--- config.mk ---
export PLATFORM = sky130hd
export DESIGN_NAME = priority_shared_bus_decoder
export DESIGN_NICKNAME = d
export VERILOG_FILES = /design/src/shared_bus_pkg.sv /design/src/decode_table.sv /design/src/priority_shared_bus_decoder.sv
export SDC_FILE = /design/constraint.sdc
export NUM_CORES = 1
export LEC_CHECK = 0
export BUFFER_PORTS_ARGS = -buffer_cell sky130_fd_sc_hd__buf_2
export CORE_AREA = 2 2 160 162
export CTS_BUF_LIST = sky130_fd_sc_hd__clkbuf_4 sky130_fd_sc_hd__clkbuf_8
export CTS_CLUSTER_SIZE = 8
export DETAILED_ROUTE_END_ITERATION = 8
export DIE_AREA = 0 0 162 164
export PLACE_DENSITY = 0.53
export SYNTH_ARGS = -nofsm -noshare
export SYNTH_HDL_FRONTEND = slang
export SYNTH_HIERARCHICAL = 1
export SYNTH_SLANG_ARGS = --single-unit
--- constraint.sdc ---
create_clock -name i_sys_clk -period 2.3 [get_ports i_sys_clk]
set_input_delay 0.23 -clock i_sys_clk [delete_from_list [all_inputs] [get_ports i_sys_clk]]
set_output_delay 0.23 -clock i_sys_clk [all_outputs]
set_load 0.005 [all_outputs]
--- src/shared_bus_pkg.sv ---
// constants and types for the priority shared bus decoder
package shared_bus_pkg;
    localparam int unsigned NUM_PORTS_MAX      = 4;
    localparam int unsigned ADDR_SPACE_DEFAULT = 16;
    localparam int unsigned BLOCK_BITS_DEFAULT = 10;
    localparam int unsigned NUM_SLAVES_DEFAULT = 2;
    localparam int unsigned DATA_W_DEFAULT     = 32;
    localparam int unsigned SIZE_W             = 3;
    localparam int unsigned STAT_W             = 3;
    localparam int unsigned SLV_W              = 3;
    // access size qualifier codes
    localparam logic [2:0] SIZE_8              = 3'h1;
    localparam logic [2:0] SIZE_16             = 3'h2;
    localparam logic [2:0] SIZE_32             = 3'h3;
    localparam logic [2:0] SIZE_64             = 3'h4;
    // reply status codes
    localparam logic [2:0] ok_reply            = 3'h0;
    localparam logic [2:0] wait_reply          = 3'h1;
    localparam logic [2:0] error_reply         = 3'h2;
    localparam logic [2:0] no_memory_reply     = 3'h3;
    localparam logic [2:0] grant_ok_code       = 3'h4;
    localparam logic [3:0] GRANT_RESET        = 4'h0;
    localparam logic [2:0] STATUS_RESET       = 3'h0;
    typedef enum logic [1:0] {
        ST_IDLE,
        ST_HOLD
    } bus_state_t;
endpackage

--- src/decode_table.sv ---
// block decode table: one slave index per address block, registered read
`timescale 1ns/1ns
module decode_table
    import shared_bus_pkg::*;
#(
    parameter int unsigned ADDR_W     = ADDR_SPACE_DEFAULT,
    parameter int unsigned BLOCK_BITS = BLOCK_BITS_DEFAULT,
    parameter int unsigned NUM_SLAVES = NUM_SLAVES_DEFAULT,
    parameter logic [63:0] SLV_BASE [NUM_SLAVES] = '{64'h0, 64'h400},
    parameter logic [63:0] SLV_SIZE [NUM_SLAVES] = '{64'h400, 64'h3c00}
) (
    input  wire logic                        i_sys_clk,
    input  wire logic [ADDR_W-BLOCK_BITS-1:0] i_block,
    output logic                             o_hit,
    output logic [SLV_W-1:0]                 o_slave
);
    localparam int unsigned ENTRIES = 1 << (ADDR_W - BLOCK_BITS);
    logic [SLV_W:0] table_mem [ENTRIES];
    // build table: each block owned by at most one slave, first owner kept
    genvar g;
    generate
        for (g = 0; g < ENTRIES; g++) begin : g_entry
            function automatic logic [SLV_W:0] owner(input int unsigned blk);
                logic [63:0] a;
                owner = '0;
                a = 64'(blk) << BLOCK_BITS;
                for (int s = NUM_SLAVES - 1; s >= 0; s--) begin
                    if (SLV_SIZE[s] == 64'h0 || (a >= SLV_BASE[s] &&
                        a < SLV_BASE[s] + SLV_SIZE[s])) begin
                        owner = {1'b1, SLV_W'(s)};
                    end
                end
            endfunction
            assign table_mem[g] = owner(g);
        end
    endgenerate
    // a regionless slave claims the whole space, so it cannot share it
    initial begin
        for (int s = 0; s < NUM_SLAVES; s++) begin
            if (SLV_SIZE[s] == 64'h0 && NUM_SLAVES > 1) $error("regionless slave overlaps");
        end
    end
    always_ff @(posedge i_sys_clk) begin
        {o_hit, o_slave} <= table_mem[i_block];
    end
endmodule // decode_table

--- src/priority_shared_bus_decoder.sv ---
// fixed priority shared bus with block address decoder
// Contract
// one to four upstream request ports
// granted address, data, size passed unchanged
// route by region, else no-memory reply
// request evaluated same cycle, grant immediate
// master waits for grant-ok before access
// grant held while slave answers wait
// fixed priority, port zero highest
// at most one port granted
// reads and writes both pass through
// address space 8 to 64 bits
// fixed blocks, each at most one slave
// table entries equal space over block
// block size not above smallest region
// slave regions must not overlap
// regionless slave covers all, overlap refused
// region query reports configured base address
// arbitration can be turned off
// arbitration off forwards requests directly
// size qualifier codes one to four
`timescale 1ns/1ns
module priority_shared_bus_decoder
    import shared_bus_pkg::*;
#(
    parameter int unsigned NUM_PORTS  = NUM_PORTS_MAX,
    parameter int unsigned ADDR_W     = ADDR_SPACE_DEFAULT,
    parameter int unsigned DATA_W     = DATA_W_DEFAULT,
    parameter int unsigned BLOCK_BITS = BLOCK_BITS_DEFAULT,
    parameter int unsigned NUM_SLAVES = NUM_SLAVES_DEFAULT,
    parameter logic [63:0] BASE_ADDR  = 64'h0,
    parameter bit          ARB_EN     = 1'b1,
    parameter logic [63:0] SLV_BASE [NUM_SLAVES] = '{64'h0, 64'h400},
    parameter logic [63:0] SLV_SIZE [NUM_SLAVES] = '{64'h400, 64'h3c00}
) (
    input  wire logic                        i_sys_clk,
    input  wire logic                        i_reset_n,
    input  wire logic [NUM_PORTS-1:0]        i_bus_request_call,
    input  wire logic [NUM_PORTS-1:0]        i_access_valid,
    input  wire logic [NUM_PORTS-1:0]        i_access_write,
    input  wire logic [NUM_PORTS*ADDR_W-1:0] i_access_addr,
    input  wire logic [NUM_PORTS*DATA_W-1:0] i_access_wdata,
    input  wire logic [NUM_PORTS*SIZE_W-1:0] i_access_size,
    input  wire logic                        i_slave_done,
    input  wire logic [STAT_W-1:0]           i_slave_status,
    input  wire logic [DATA_W-1:0]           i_slave_rdata,
    output logic [NUM_PORTS-1:0]             o_grant,
    output logic                             o_down_valid,
    output logic                             o_down_write,
    output logic [ADDR_W-1:0]                o_down_addr,
    output logic [DATA_W-1:0]                o_down_wdata,
    output logic [SIZE_W-1:0]                o_down_size,
    output logic [SLV_W-1:0]                 o_down_slave,
    output logic [NUM_PORTS-1:0]             o_reply_valid,
    output logic [STAT_W-1:0]                o_reply_status,
    output logic [DATA_W-1:0]                o_reply_rdata,
    output logic [63:0]                      o_region_start
);
    initial begin
        if (NUM_PORTS < 1 || NUM_PORTS > NUM_PORTS_MAX) $error("bad port count");
        if (!(ADDR_W inside {8, 16, 24, 32, 36, 64})) $error("bad space");
    end

    bus_state_t               state;
    logic [NUM_PORTS-1:0]     owner;
    logic [NUM_PORTS-1:0]     next_owner;
    logic [NUM_PORTS-1:0]     sel_req;
    logic                     hit;
    logic [SLV_W-1:0]         slave_idx;
    logic [ADDR_W-1:0]        sel_addr;
    logic                     sel_write;
    logic [DATA_W-1:0]        sel_wdata;
    logic [SIZE_W-1:0]        sel_size;
    logic                     sel_valid;
    logic                     pend;
    logic [ADDR_W-BLOCK_BITS-1:0] look_block;

    // requests seen this cycle; arbitration off forwards accesses directly
    assign sel_req = ARB_EN ? i_bus_request_call : i_access_valid;

    // lowest index wins, one-hot result
    always_comb begin
        next_owner = '0;
        for (int p = NUM_PORTS - 1; p >= 0; p--) begin
            if (sel_req[p]) begin
                next_owner = NUM_PORTS'(1) << p;
            end
        end
    end

    // same-cycle grant, held while slave keeps answering wait
    always_comb begin
        o_grant = (state == ST_HOLD) ? owner : next_owner;
    end

    always_ff @(posedge i_sys_clk or negedge i_reset_n) begin
        if (!i_reset_n) begin
            state <= ST_IDLE;
            owner <= NUM_PORTS'(GRANT_RESET);
        end else begin
            case (state)
                ST_IDLE: begin
                    if (sel_valid && |(next_owner & i_access_valid)) begin
                        state <= ST_HOLD;
                        owner <= next_owner;
                    end
                end
                ST_HOLD: begin
                    // unmapped access ends at once, nobody downstream will answer
                    if (pend && !hit) begin
                        state <= ST_IDLE;
                        owner <= NUM_PORTS'(GRANT_RESET);
                    end else if (i_slave_done && i_slave_status != wait_reply) begin
                        state <= ST_IDLE;
                        owner <= NUM_PORTS'(GRANT_RESET);
                    end
                end
                default: begin
                    state <= ST_IDLE;
                    owner <= NUM_PORTS'(GRANT_RESET);
                end
            endcase
        end
    end

    // mux the granted port's access through unchanged
    always_comb begin
        sel_addr  = '0;
        sel_write = 1'b0;
        sel_wdata = '0;
        sel_size  = '0;
        sel_valid = 1'b0;
        for (int p = 0; p < NUM_PORTS; p++) begin
            if (o_grant[p] && i_access_valid[p]) begin
                sel_addr  = i_access_addr[p*ADDR_W +: ADDR_W];
                sel_write = i_access_write[p];
                sel_wdata = i_access_wdata[p*DATA_W +: DATA_W];
                sel_size  = i_access_size[p*SIZE_W +: SIZE_W];
                sel_valid = 1'b1;
            end
        end
    end

    // decode the taken access again while it is held, so the slave index stays put
    assign look_block = (state == ST_IDLE) ? sel_addr[ADDR_W-1:BLOCK_BITS]
                                           : o_down_addr[ADDR_W-1:BLOCK_BITS];

    decode_table #(
        .ADDR_W     (ADDR_W),
        .BLOCK_BITS (BLOCK_BITS),
        .NUM_SLAVES (NUM_SLAVES),
        .SLV_BASE   (SLV_BASE),
        .SLV_SIZE   (SLV_SIZE)
    ) u_table (
        .i_sys_clk (i_sys_clk),
        .i_block   (look_block),
        .o_hit     (hit),
        .o_slave   (slave_idx)
    );

    // registered downstream side; decode result lines up one cycle later
    always_ff @(posedge i_sys_clk or negedge i_reset_n) begin
        if (!i_reset_n) begin
            pend         <= 1'b0;
            o_down_write <= 1'b0;
            o_down_addr  <= '0;
            o_down_wdata <= '0;
            o_down_size  <= '0;
        end else begin
            pend         <= sel_valid && state == ST_IDLE;
            // access held still for the whole transfer, wait replies included
            if (sel_valid && state == ST_IDLE) begin
                o_down_write <= sel_write;
                o_down_addr  <= sel_addr;
                o_down_wdata <= sel_wdata;
                o_down_size  <= sel_size;
            end
        end
    end

    always_comb begin
        o_down_valid = (pend && hit) || (state == ST_HOLD && !pend);
        o_down_slave = slave_idx;
    end

    // reply path back to the owner
    always_ff @(posedge i_sys_clk or negedge i_reset_n) begin
        if (!i_reset_n) begin
            o_reply_valid  <= '0;
            o_reply_status <= STATUS_RESET;
            o_reply_rdata  <= '0;
        end else if (pend && !hit) begin
            o_reply_valid  <= owner;
            o_reply_status <= no_memory_reply;
            o_reply_rdata  <= '0;
        end else if (state == ST_HOLD && i_slave_done) begin
            o_reply_valid  <= owner;
            o_reply_status <= i_slave_status;
            o_reply_rdata  <= i_slave_rdata;
        end else begin
            o_reply_valid  <= '0;
        end
    end

    always_ff @(posedge i_sys_clk or negedge i_reset_n) begin
        if (!i_reset_n) begin
            o_region_start <= BASE_ADDR;
        end else begin
            o_region_start <= BASE_ADDR;
        end
    end

    onehot_grant_a: assert property (@(posedge i_sys_clk) disable iff (!i_reset_n)
        $onehot0(o_grant)) else $error("more than one grant");
    prio_grant_a: assert property (@(posedge i_sys_clk) disable iff (!i_reset_n)
        (state == ST_IDLE && sel_req[0]) |-> o_grant[0]) else $error("port 0 lost");
    hold_wait_a: assert property (@(posedge i_sys_clk) disable iff (!i_reset_n)
        (state == ST_HOLD && i_slave_done && i_slave_status == wait_reply)
        |=> (state == ST_HOLD && $stable(owner))) else $error("grant dropped");
    nomem_reply_a: assert property (@(posedge i_sys_clk) disable iff (!i_reset_n)
        (pend && !hit) |=> (o_reply_status == no_memory_reply && |o_reply_valid
        && state == ST_IDLE)) else $error("no-memory missing");
    same_cycle_a: assert property (@(posedge i_sys_clk) disable iff (!i_reset_n)
        (state == ST_IDLE && |sel_req) |-> |o_grant) else $error("grant delayed");
    addr_pass_a: assert property (@(posedge i_sys_clk) disable iff (!i_reset_n)
        (state == ST_IDLE && sel_valid) |=> o_down_addr == $past(sel_addr))
        else $error("addr changed");
    write_pass_a: assert property (@(posedge i_sys_clk) disable iff (!i_reset_n)
        (state == ST_IDLE && sel_valid) |=> o_down_write == $past(sel_write))
        else $error("dir changed");
    down_hold_a: assert property (@(posedge i_sys_clk) disable iff (!i_reset_n)
        (state == ST_HOLD && !pend) |-> ($stable(o_down_addr) && $stable(o_down_slave)))
        else $error("access moved");
    region_base_a: assert property (@(posedge i_sys_clk) disable iff (!i_reset_n)
        ##1 o_region_start == BASE_ADDR) else $error("bad base");

    cover_write_c: cover property (@(posedge i_sys_clk) sel_valid && sel_write);
    cover_nomem_c: cover property (@(posedge i_sys_clk) pend && !hit);
    cover_wait_c:  cover property (@(posedge i_sys_clk)
        state == ST_HOLD && i_slave_done && i_slave_status == wait_reply);
    cover_contend_c: cover property (@(posedge i_sys_clk) $countones(sel_req) > 1);
endmodule // priority_shared_bus_decoder

# ---- Yosys cells after proc, flatten, opt, wreduce, memory -nomap -nowiden
# Memory sizes are Yosys's and may differ from the RTL's. A register that Yosys moved wholly into a read port is not among the register bits.
# Index checks and enable logic that the tools add are counted.
dict set report totals {
  rom_bits 256
  ff_bits 98
  inputBits 254
  output_inout_bits 163
  word_cells 75
  memories 1
}
# name depth width rd rd_clocked_by_memory_dff wr line
set mem_list {}
lappend mem_list {{(no name shown)} 64 4 1 1 0 decode_table.sv:44} ;# {o_hit, o_slave} <= table_mem[i_block];
dict set report op_classes {
  reduce_logical 18
  bitwise 2
  mux 40
  n_eq_ne 4
}
# operator n
set ops {}
lappend ops {{32-bit two-way mux} 6}
lappend ops {{16-bit two-way mux} 4}
lappend ops {{4-bit two-way mux} 10}
lappend ops {{3-bit two-way mux} 6}
lappend ops {{1-bit logical AND} 11}
lappend ops {{1-bit two-way mux} 8}
lappend ops {{4-bit one-hot mux with 2 select lines} 1}
lappend ops {{6-bit NOT with 7-bit output} 1}
lappend ops {{2-bit two-way mux} 3}
lappend ops {{6-bit two-way mux} 1}
lappend ops {{4-bit bitwise AND} 1}
lappend ops {{2-bit one-hot mux with 2 select lines} 1}
lappend ops {{4-bit OR reduction} 1}
lappend ops {{3-bit by 1-bit inequality test with 1-bit output (second input constant)} 1}
lappend ops {{3-bit inequality test (second input constant)} 1}
lappend ops {{2-bit by 1-bit == test with 1-bit output (second input constant)} 1}
lappend ops {{1-bit logical NOT} 2}
lappend ops {{2-bit logical NOT} 1}
lappend ops {{2-bit inequality test (second input constant)} 1}
lappend ops {{2-bit AND reduction} 1}
lappend ops {{2-bit nonzero test} 1}
lappend ops {{1-bit logical OR} 1}

# ---- Logic depth before layout (Yosys ltp)
# Gate-level depths: netlist of run 1.
dict set report logic_depth {
  word_depth 13
  ltp_mapped 10
  ltp_nobuf 7
}

# ---- By module
# The synthesis of run 1 kept the hierarchy.
# mod n_inst seq_area_each_um2 area_per_inst_um2 cells_each
set by_module_without_submodules {}
lappend by_module_without_submodules {priority_shared_bus_decoder 1 2427.3 5855.6 702}
lappend by_module_without_submodules {decode_table 1 40.0 73.8 8}

# ---- Worst setup path after synthesis of run 1
# Ideal clock, no wire load.
dict set report synth_path {
  path_type {reg-to-reg}
  startpoint {register state[0]}
  endpoint {register u_table.o_slave[0]}
  synth_period_minus_slack_ps 2166
  required_time_ps 2177
  setup_ps 123
  n_path_buf 3
  stages_incl_launch_ff 11
  arrival_ps 2043
  path_slack_ps 134
  path_cell_list {dfrtp_1 buf_2 and4bb_1 or2_2 buf_2 clkbuf_1 o21ai_0 o21ai_0 nand2_1 nor4_1 nor3_1}
}
dict set report synth_via {
  elab_chain_cells 9
  word_cells_on_any_way 13
  classes_between {1 x eq/ne; 6 x mux; 1 x bitwise; 5 x reduce/logical}
}
# element line
set synth_lines {}
lappend synth_lines {{from (decl)} priority_shared_bus_decoder.sv:64} ;# bus_state_t state;
lappend synth_lines {{from (signal assigned)} priority_shared_bus_decoder.sv:98} ;# state <= ST_IDLE;
lappend synth_lines {{from (signal assigned)} priority_shared_bus_decoder.sv:104} ;# state <= ST_HOLD;
lappend synth_lines {{from (signal assigned)} priority_shared_bus_decoder.sv:111} ;# state <= ST_IDLE;
lappend synth_lines {{2-bit by 1-bit == test with 1-bit output} priority_shared_bus_decoder.sv:93} ;# o_grant = (state == ST_HOLD) ? owner : next_owner;
lappend synth_lines {{4-bit two-way mux} priority_shared_bus_decoder.sv:93}
lappend synth_lines {{1-bit logical AND} priority_shared_bus_decoder.sv:134} ;# if (o_grant[p] && i_access_valid[p]) begin
lappend synth_lines {{16-bit two-way mux (4 in a row)} priority_shared_bus_decoder.sv:134}
lappend synth_lines {{6-bit two-way mux (*)} priority_shared_bus_decoder.sv:145} ;# assign look_block = (state == ST_IDLE) ? sel_addr[ADDR_W-1:BLOCK_BITS]
lappend synth_lines {{net look_block[2]} priority_shared_bus_decoder.sv:76} ;# logic [ADDR_W-BLOCK_BITS-1:0] look_block;
lappend synth_lines {{6-bit NOT with 7-bit output (implied by the code) (*)} decode_table.sv:44}
lappend synth_lines {{to (decl)} decode_table.sv:15} ;# output logic [SLV_W-1:0] o_slave
# The timed path passes the listed nets; every way through them passes the cells marked *.
# A chain may end at the register's enable or synchronous reset.

# ---- Worst setup path after layout of run 1
dict set report layout_path {
  startpoint {register state[0]}
  endpoint {register o_down_wdata[2]}
}
dict set report layout_via {
  elab_chain_cells 8
  word_cells_on_any_way 16
  classes_between {1 x eq/ne; 9 x mux; 6 x reduce/logical}
}
# element line
set layout_lines {}
lappend layout_lines {{2-bit by 1-bit == test with 1-bit output} priority_shared_bus_decoder.sv:93}
lappend layout_lines {{4-bit two-way mux} priority_shared_bus_decoder.sv:93}
lappend layout_lines {{1-bit logical AND} priority_shared_bus_decoder.sv:134}
lappend layout_lines {{1-bit two-way mux (4 in a row)} priority_shared_bus_decoder.sv:134}
lappend layout_lines {{1-bit logical AND} priority_shared_bus_decoder.sv:172} ;# if (sel_valid && state == ST_IDLE) begin
lappend layout_lines {{to (signal assigned)} priority_shared_bus_decoder.sv:175} ;# o_down_wdata <= sel_wdata;
lappend layout_lines {{to (decl)} priority_shared_bus_decoder.sv:51} ;# output logic [DATA_W-1:0] o_down_wdata,
# Several ways; a longest one is shown, not always the timed one.

==> reports/summary.txt, run 1 <==
element type at the critical path start: flop
sequential area share after synthesis: 41.6%
Max Transition Viols Final: 0
die span in y: 164 um
post-DR vias/cell: 4.66
layout cell share with drive strength beyond 1: 42.2%
TNS Setup: 0 ps
syn avg cell area: 8.35 um^2
RD Place Congestion: 0.849
Worst Clk Skew: 23.4 ps
largest net degree at the start of global routing: 50
most common cell after layout, fill and taps aside: buf_2
clock tree buffer depth: 2
worst setup margin: 74.2 ps
Clk pwr share: 15.5%
first-pass GRT wire length: 36,200 um
final worst path period share: 96.8%
final core utilization: 33.8%
DRC Markers: 0
grt total ovfl: 0
Flop pwr share: 35.6%
gr usage total: 17.6%
worst reg-to-reg path cell count: 7
Fin. Hold Viols: 0
run status: finished clean
Distinct cells, synth: 42
post-synthesis async set-or-reset flop share: 98.0%
TritonCTS clock tree: done
pwr dens: 963 nW/um^2
Reg2Reg Setup Slack: 70 ps
full die area: 26,600 um^2
Initial Util: 23.9%
CTS Buf Count: 9
H-tree levels: 3
RR Endpoint: o_down_wdata[2]
Critical R2R Launch: state[0]
internal cell power: 0.00480 W
Post-Syn Instances: 710
CP Max Fanout: 17
WL met2: 11,900 um
arrival time worst endpoint: 2480 ps
highest metal used: met4
initial DRC count: 346
Ports: 417
Core Area: 24,800 um^2
Synth-to-Final Area Change: 41.5%
area of the mapped netlist: 5930 um^2
P_leak: 4.50 nW
MaxCap Viol Count: 0
most frequent cells in the layout: buf_2, nand2_1, dfrtp_1
fin area: 8390 um^2
Slew headroom: 55.3%
CP required: 2560 ps
sw frac: 40.6%
crit end category: flop
Total Wirelength: 24,200 um
Top FF cell, synth: dfrtp_1
Tightest Pin Transition: 663 ps
DR WL/cell: 17.5 um
Critical path origin: state[0]
Die W: 162 um
Max Fclk: 0.449 GHz
setup slack at placement: -346 ps
via count: 6,435
Ys Warns: 6
number of global-route vias before repair: 6,442
min-delay worst type: in2reg
met1 WL: 10,100 um
clk root buf: clkbuf_8
DP HPWL: 18,200 um
Gate power share: 48.9%
number of synthesized flops with an enable pin: 0
total power: 0.00808 W
placement-stage cell area: 7940 um^2
Clock Sinks: 99
metal3 WL: 1820 um
RSZ-0062 raised after global routing: yes
Worst-Skew Late Latency: 390 ps
TritonRoute pass-1 iters: 5
final setup fails: 0
nets: 1,298
min cycle time layout: 2230 ps
Worst setup endpoint: o_down_wdata[2]
clock-pin slew on the worst setup and hold paths: 110 ps
Psw: 0.00328 W
IO Port Bufs: 350
initial antenna violation count: 2
VDD IR max: 0.538 mV
Rows: 58
WS Path Type: reg2reg
Seq cells post-synth: 99
antenna-violating nets left: 0
[cell usage after synthesis, types with 7 or more instances]
cell type / number / area share [%]
o21ai_0: 18 / 1.5
nand2_1: 143 / 9.1
dfrtp_1: 97 / 41
o41ai_1: 41 / 6.1
and2_1: 7 / 0.74
nor3_1: 47 / 4.0
buf_2: 14 / 1.2
and3_1: 50 / 5.3
a21oi_1: 33 / 2.8
clkbuf_1: 40 / 2.5
nor2_1: 49 / 3.1
nand3_1: 9 / 0.76
a211oi_1: 46 / 5.8
buf_4: 66 / 8.4
[logic make-up (layout without fill, tap and decap cells)]
family          Yosys count  in the layout  synth area share [%]
compound gates          162            162                  20.4
buf+inv                 129            404                  13.0
flops                    99             99                  41.6
mux                       3              3                 0.549
other cells               2             67                 0.127
simple gates            315            315                  24.3
[flip-flops by register name, summed over array words and instances (netlist names)]
name and count:
u_table/o_slave 1, o_reply_rdata 32, owner 4, o_down_write 1, o_down_size 3, o_down_addr 16
o_down_wdata 32, state 1, pend 1, u_table/o_hit 1, o_reply_valid 4, o_reply_status 3
[cell type report]
| type | count | area (um^2) |
|---|---|---|
| fillers | 2682 | 16400 |
| multi-input cells | 546 | 3140 |
| flip-flops and latches | 99 | 2470 |
| repair buffers | 385 | 2140 |
| well taps | 330 | 413 |
| clock buffers | 11 | 145 |
| clock inverters | 5 | 67.6 |
| inverters | 3 | 11.3 |
| diodes | 1 | 2.50 |
[power by group through the flow]
| stage | Combinational (W) | Sequential, W | Clock [W] |
|---|---|---|---|
| after detailed placement | 0.00378 | 0.00290 | 0 |
| after CTS | 0.00383 | 0.00288 | 0.00133 |
| after floorplan | 0.00205 | 0.00290 | 0 |
| after global routing | 0.00439 | 0.00297 | 0.00137 |
| final | 0.00395 | 0.00288 | 0.00125 |
| after global placement | 0.00376 | 0.00290 | 0 |
[metrics by stage]
step | cells | hold WS (ps)
after detailed placement | 1360 | 190
after global routing | 1380 | 41.6
final | 1380 | 71.1
after floorplan | 774 | -65.6
after global placement | 1360 | 199
after CTS | 1378 | 32.6
[layer usage]
| metal | vias up | global-route usage [%] |
|---|---|---|
| met5 | - | 0 |
| met3 | 24 | 4.65 |
| met4 | 0 | 4.51 |
| met1 | 3046 | 21.7 |
| met2 | 306 | 30.6 |
| li1 | 3059 | - |
[critical path: stages, from the launching register on]
cell and delay [ps]:
dfrtp_2 460, buf_4 180, and4bb_1 250, or2_2 360
buf_4 210, buf_6 180, a211oi_1 330, o41ai_2 130
[worst min path at each step]
stage,from,end,slack (ps),cells past startpoint
final,i_slave_rdata[24],o_reply_rdata[24],70,3
after global routing,i_slave_rdata[24],o_reply_rdata[24],40,3
after CTS,i_slave_rdata[25],o_reply_rdata[25],30,3
after detailed placement,i_reset_n,o_reply_rdata[9],190,1
after global placement,i_reset_n,o_reply_rdata[9],200,1
after floorplan,i_reset_n,o_down_addr[0],-70,0
[timing repair]
item,CTS,global route
hold buffers,1,0
pin swaps,0,6
cloned,1,0
endpoints found under the setup margin,2,39
gates resized for setup,4,28
endpoints found under the hold margin,29,0
buffers inserted,0,1
No activity file was read; power rests on OpenSTA's default activity.
==> inputs of run 2 (changes only) <==
--- a/config.mk
+++ b/config.mk
@@ -6,11 +6,11 @@
 export NUM_CORES = 1
 export LEC_CHECK = 0
 export BUFFER_PORTS_ARGS = -buffer_cell sky130_fd_sc_hd__buf_2
-export CORE_AREA = 2 2 160 162
+export CORE_AREA = 4 4 162 164
 export CTS_BUF_LIST = sky130_fd_sc_hd__clkbuf_4 sky130_fd_sc_hd__clkbuf_8
 export CTS_CLUSTER_SIZE = 8
 export DETAILED_ROUTE_END_ITERATION = 8
-export DIE_AREA = 0 0 162 164
+export DIE_AREA = 0 0 166 168
 export PLACE_DENSITY = 0.53
 export SYNTH_ARGS = -nofsm -noshare
 export SYNTH_HDL_FRONTEND = slang
==> run 2 against run 1 <==
  * Sequential share of layout area increased by 0.58 points
  * Global-route usage fell by 0.55 points
  * First-iteration DRC count is 24% higher
  * Clock-buffer cell count down 1
  * Total power decreased by 2.4%
  * Critical path depth decreased by 2
  * Critical endpoint is now o_down_wdata[17]
  * Clock power fell by 7%
  * Fmax increased by 0.87%
  * Worst hold slack worse by 3.5 ps
  * Clock skew decreased by 7.4 ps
==> reports/summary.txt, run 2 (same netlist as run 1, synthesis figures left out) <==
run status: finished clean
CP max stage cell: dfrtp_2
clk root buf: clkbuf_8
arrival time worst endpoint: 2480 ps (about the same)
antenna-violating nets left: 0 (unchanged)
TritonCTS clock tree: done
# fillers: 2,707 (+0.93%)
IO Port Bufs: 350 (unchanged)
TritonRoute pass-1 iters: 5 (unchanged)
CTS Buf Count: 9 (unchanged)
Core Area: 24,900 um^2 (+0.29%)
Clock Sinks: 99 (unchanged)
H-tree levels: 3 (unchanged)
placement-stage cell area: 7950 um^2 (about the same)
RD Place Congestion: 0.877 (+3.3%)
Fin. Hold Viols: 0 (unchanged)
number of global-route vias before repair: 6,457 (+0.23%)
Hold Path Origin: i_slave_rdata[26]
critical path depth: 5 (-2)
highest metal used: met5
full die area: 27,900 um^2 (+5.0%)
Synth-to-Final Area Change: 38.8%
Rows: 58 (unchanged)
min cycle time layout: 2210 ps (-19.2 ps)
initial antenna violation count: 5 (+3)
fin area: 8230 um^2 (-1.9%)
Critical R2R Launch: state[0]
grt total ovfl: 0 (unchanged)
post-DR vias/cell: 4.71 (+1.0%)
Slew headroom: 47.7% (-7.6 points)
gr usage total: 17.0% (-0.55 points)
CP required: 2570 ps (about the same)
worst reg-to-reg path cell count: 5 (-2)
Worst path max stage delay: 470 ps (about the same)
layout cell share with drive strength beyond 1: 41.2% (-1.0 points)
Die W: 166 um (+2.5%)
element type at the critical path start: flop
most common cell after layout, fill and taps aside: buf_2
pwr dens: 959 nW/um^2 (-0.47%)
DP HPWL: 19,400 um (+6.9%)
CP top delay family: compound AO/OA/AOI/OAI gates
DR WL/cell: 18.3 um (+4.2%)
final setup fails: 0 (unchanged)
metal3 WL: 2080 um (+14%)
Initial Util: 23.8% (-0.070 points)
RSZ-0062 raised after global routing: yes
Max Fclk: 0.453 GHz (+0.87%)
min-delay worst type: in2reg
Worst Clk Skew: 16.0 ps (-7.41 ps)
Critical path origin: state[0]
Buf/Inv on CP: 1 (-2)
clock tree buffer depth: 2 (unchanged)
Worst-Skew Late Latency: 380 ps (about the same)
CP Max Fanout: 34 (+17)
Total Wirelength: 25,100 um (+4.0%)
total power: 0.00789 W (-2.4%)
RR Endpoint: o_down_wdata[17]
crit end category: flop
die span in y: 168 um (+2.4%)
first-pass GRT wire length: 37,800 um (+4.4%)
Regs by FF count: o_down_wdata x32, o_reply_rdata x32, o_down_addr x16
clock-pin slew on the worst setup and hold paths: 120 ps (about the same)
DRC Markers: 0 (unchanged)
nets: 1,295 (-0.23%)
largest net degree at the start of global routing: 38 (-24%)
MaxCap Viol Count: 0 (unchanged)
Max Transition Viols Final: 0 (unchanged)
initial DRC count: 429 (+24%)
Cell Chain, Critical Path: or3b_1, o21a_2, a41o_4, buf_12, o41ai_1
P_leak: 4.42 nW (-1.9%)
WS Path Type: reg2reg
most frequent cells in the layout: buf_2, nand2_1, dfrtp_1
WL met2: 12,200 um (+3.2%)
met1 WL: 10,200 um (+1.0%)
Reg2Reg Setup Slack: 90 ps (+20 ps)
final worst path period share: 95.9% (-0.83 points)
Worst setup endpoint: o_down_wdata[17]
Tightest Pin Transition: 776 ps (+113 ps)
Ports: 417 (unchanged)
via count: 6,485 (+0.78%)
VDD IR max: 0.359 mV (-33%)
final core utilization: 33.1% (-0.75 points)
run 2: cell count changes in the layout (fill, tap and decap cells not counted), sizes merged:
| cell | delta |
|---|---|
| buf | -3 |
| bufbuf | -1 |
| bufinv | -1 |
| clkinv | +1 |
| inv | +1 |
run 2: layer usage:
| layer | global-route usage, % | vias to the layer above |
|---|---|---|
| met5 | 0 | - |
| met4 | 5.13 | 6 |
| met3 | 4.88 | 37 |
| met2 | 28.9 | 343 |
| met1 | 21.1 | 3045 |
| li1 | - | 3054 |
run 2: final cells by class:
type	instances	area, um^2	share of cell area [%]
tap	330	413	5.02
clock buffer	10	138	1.67
sequential	99	2470	30.0
antenna	1	2.50	0.0304
timing repair buffer	382	2100	25.5
multi-input combinational	546	3040	36.9
inverter	3	11.3	0.137
clock inverter	6	53.8	0.654
run 2: how the worst min path moves through the flow:
stage | end | slack, ps | depth (start not counted)
floorplan | o_down_addr[0] | -70 | 0
global placement | o_reply_valid[1] | 230 | 1
detailed placement | o_reply_valid[1] | 230 | 1
CTS | o_reply_rdata[26] | 30 | 3
global route | o_reply_rdata[21] | 50 | 3
finish | o_reply_rdata[26] | 70 | 3
run 2: worst reg2reg max path, delay by kind of cell (launching register included):
| kind | cells | cell delay, ps |
|---|---|---|
| AO/OA/AOI/OAI | 3 | 1000 |
| AND/OR/NAND/NOR | 1 | 420 |
| buffers and inverters | 1 | 200 |
| flip-flops | 1 | 470 |
run 2: what timing repair did:
| item | in CTS | in global routing |
|---|---|---|
| setup endpoints to repair | 2 | 30 |
| endpoints found under the hold margin | 29 | 0 |
| resized for setup | 2 | 13 |
| hold buffers | 1 | 0 |
| buffers inserted | 0 | 2 |
run 2: power breakdown:
| group | internal (W) | switching [W] | total [W] | leakage (nW) |
|---|---|---|---|---|
| Combinational | 0.00173 | 0.00213 | 0.00386 | 3.04 |
| Sequential | 0.00246 | 0.000417 | 0.00287 | 1.28 |
| Clock | 0.000448 | 0.000709 | 0.00116 | 0.101 |
run 2: stage by stage:
step | instances | worst slack (ps) | TNS, ps | hold slack [ps]
final | 1377 | 93.3 | 0 | 67.6
after global routing | 1376 | -35.5 | -141 | 48.9
after CTS | 1374 | 29.7 | 0 | 26.9
after detailed placement | 1357 | -231 | -231 | 232
after global placement | 1357 | -213 | -213 | 231
after floorplan | 774 | 134 | 0 | -65.6
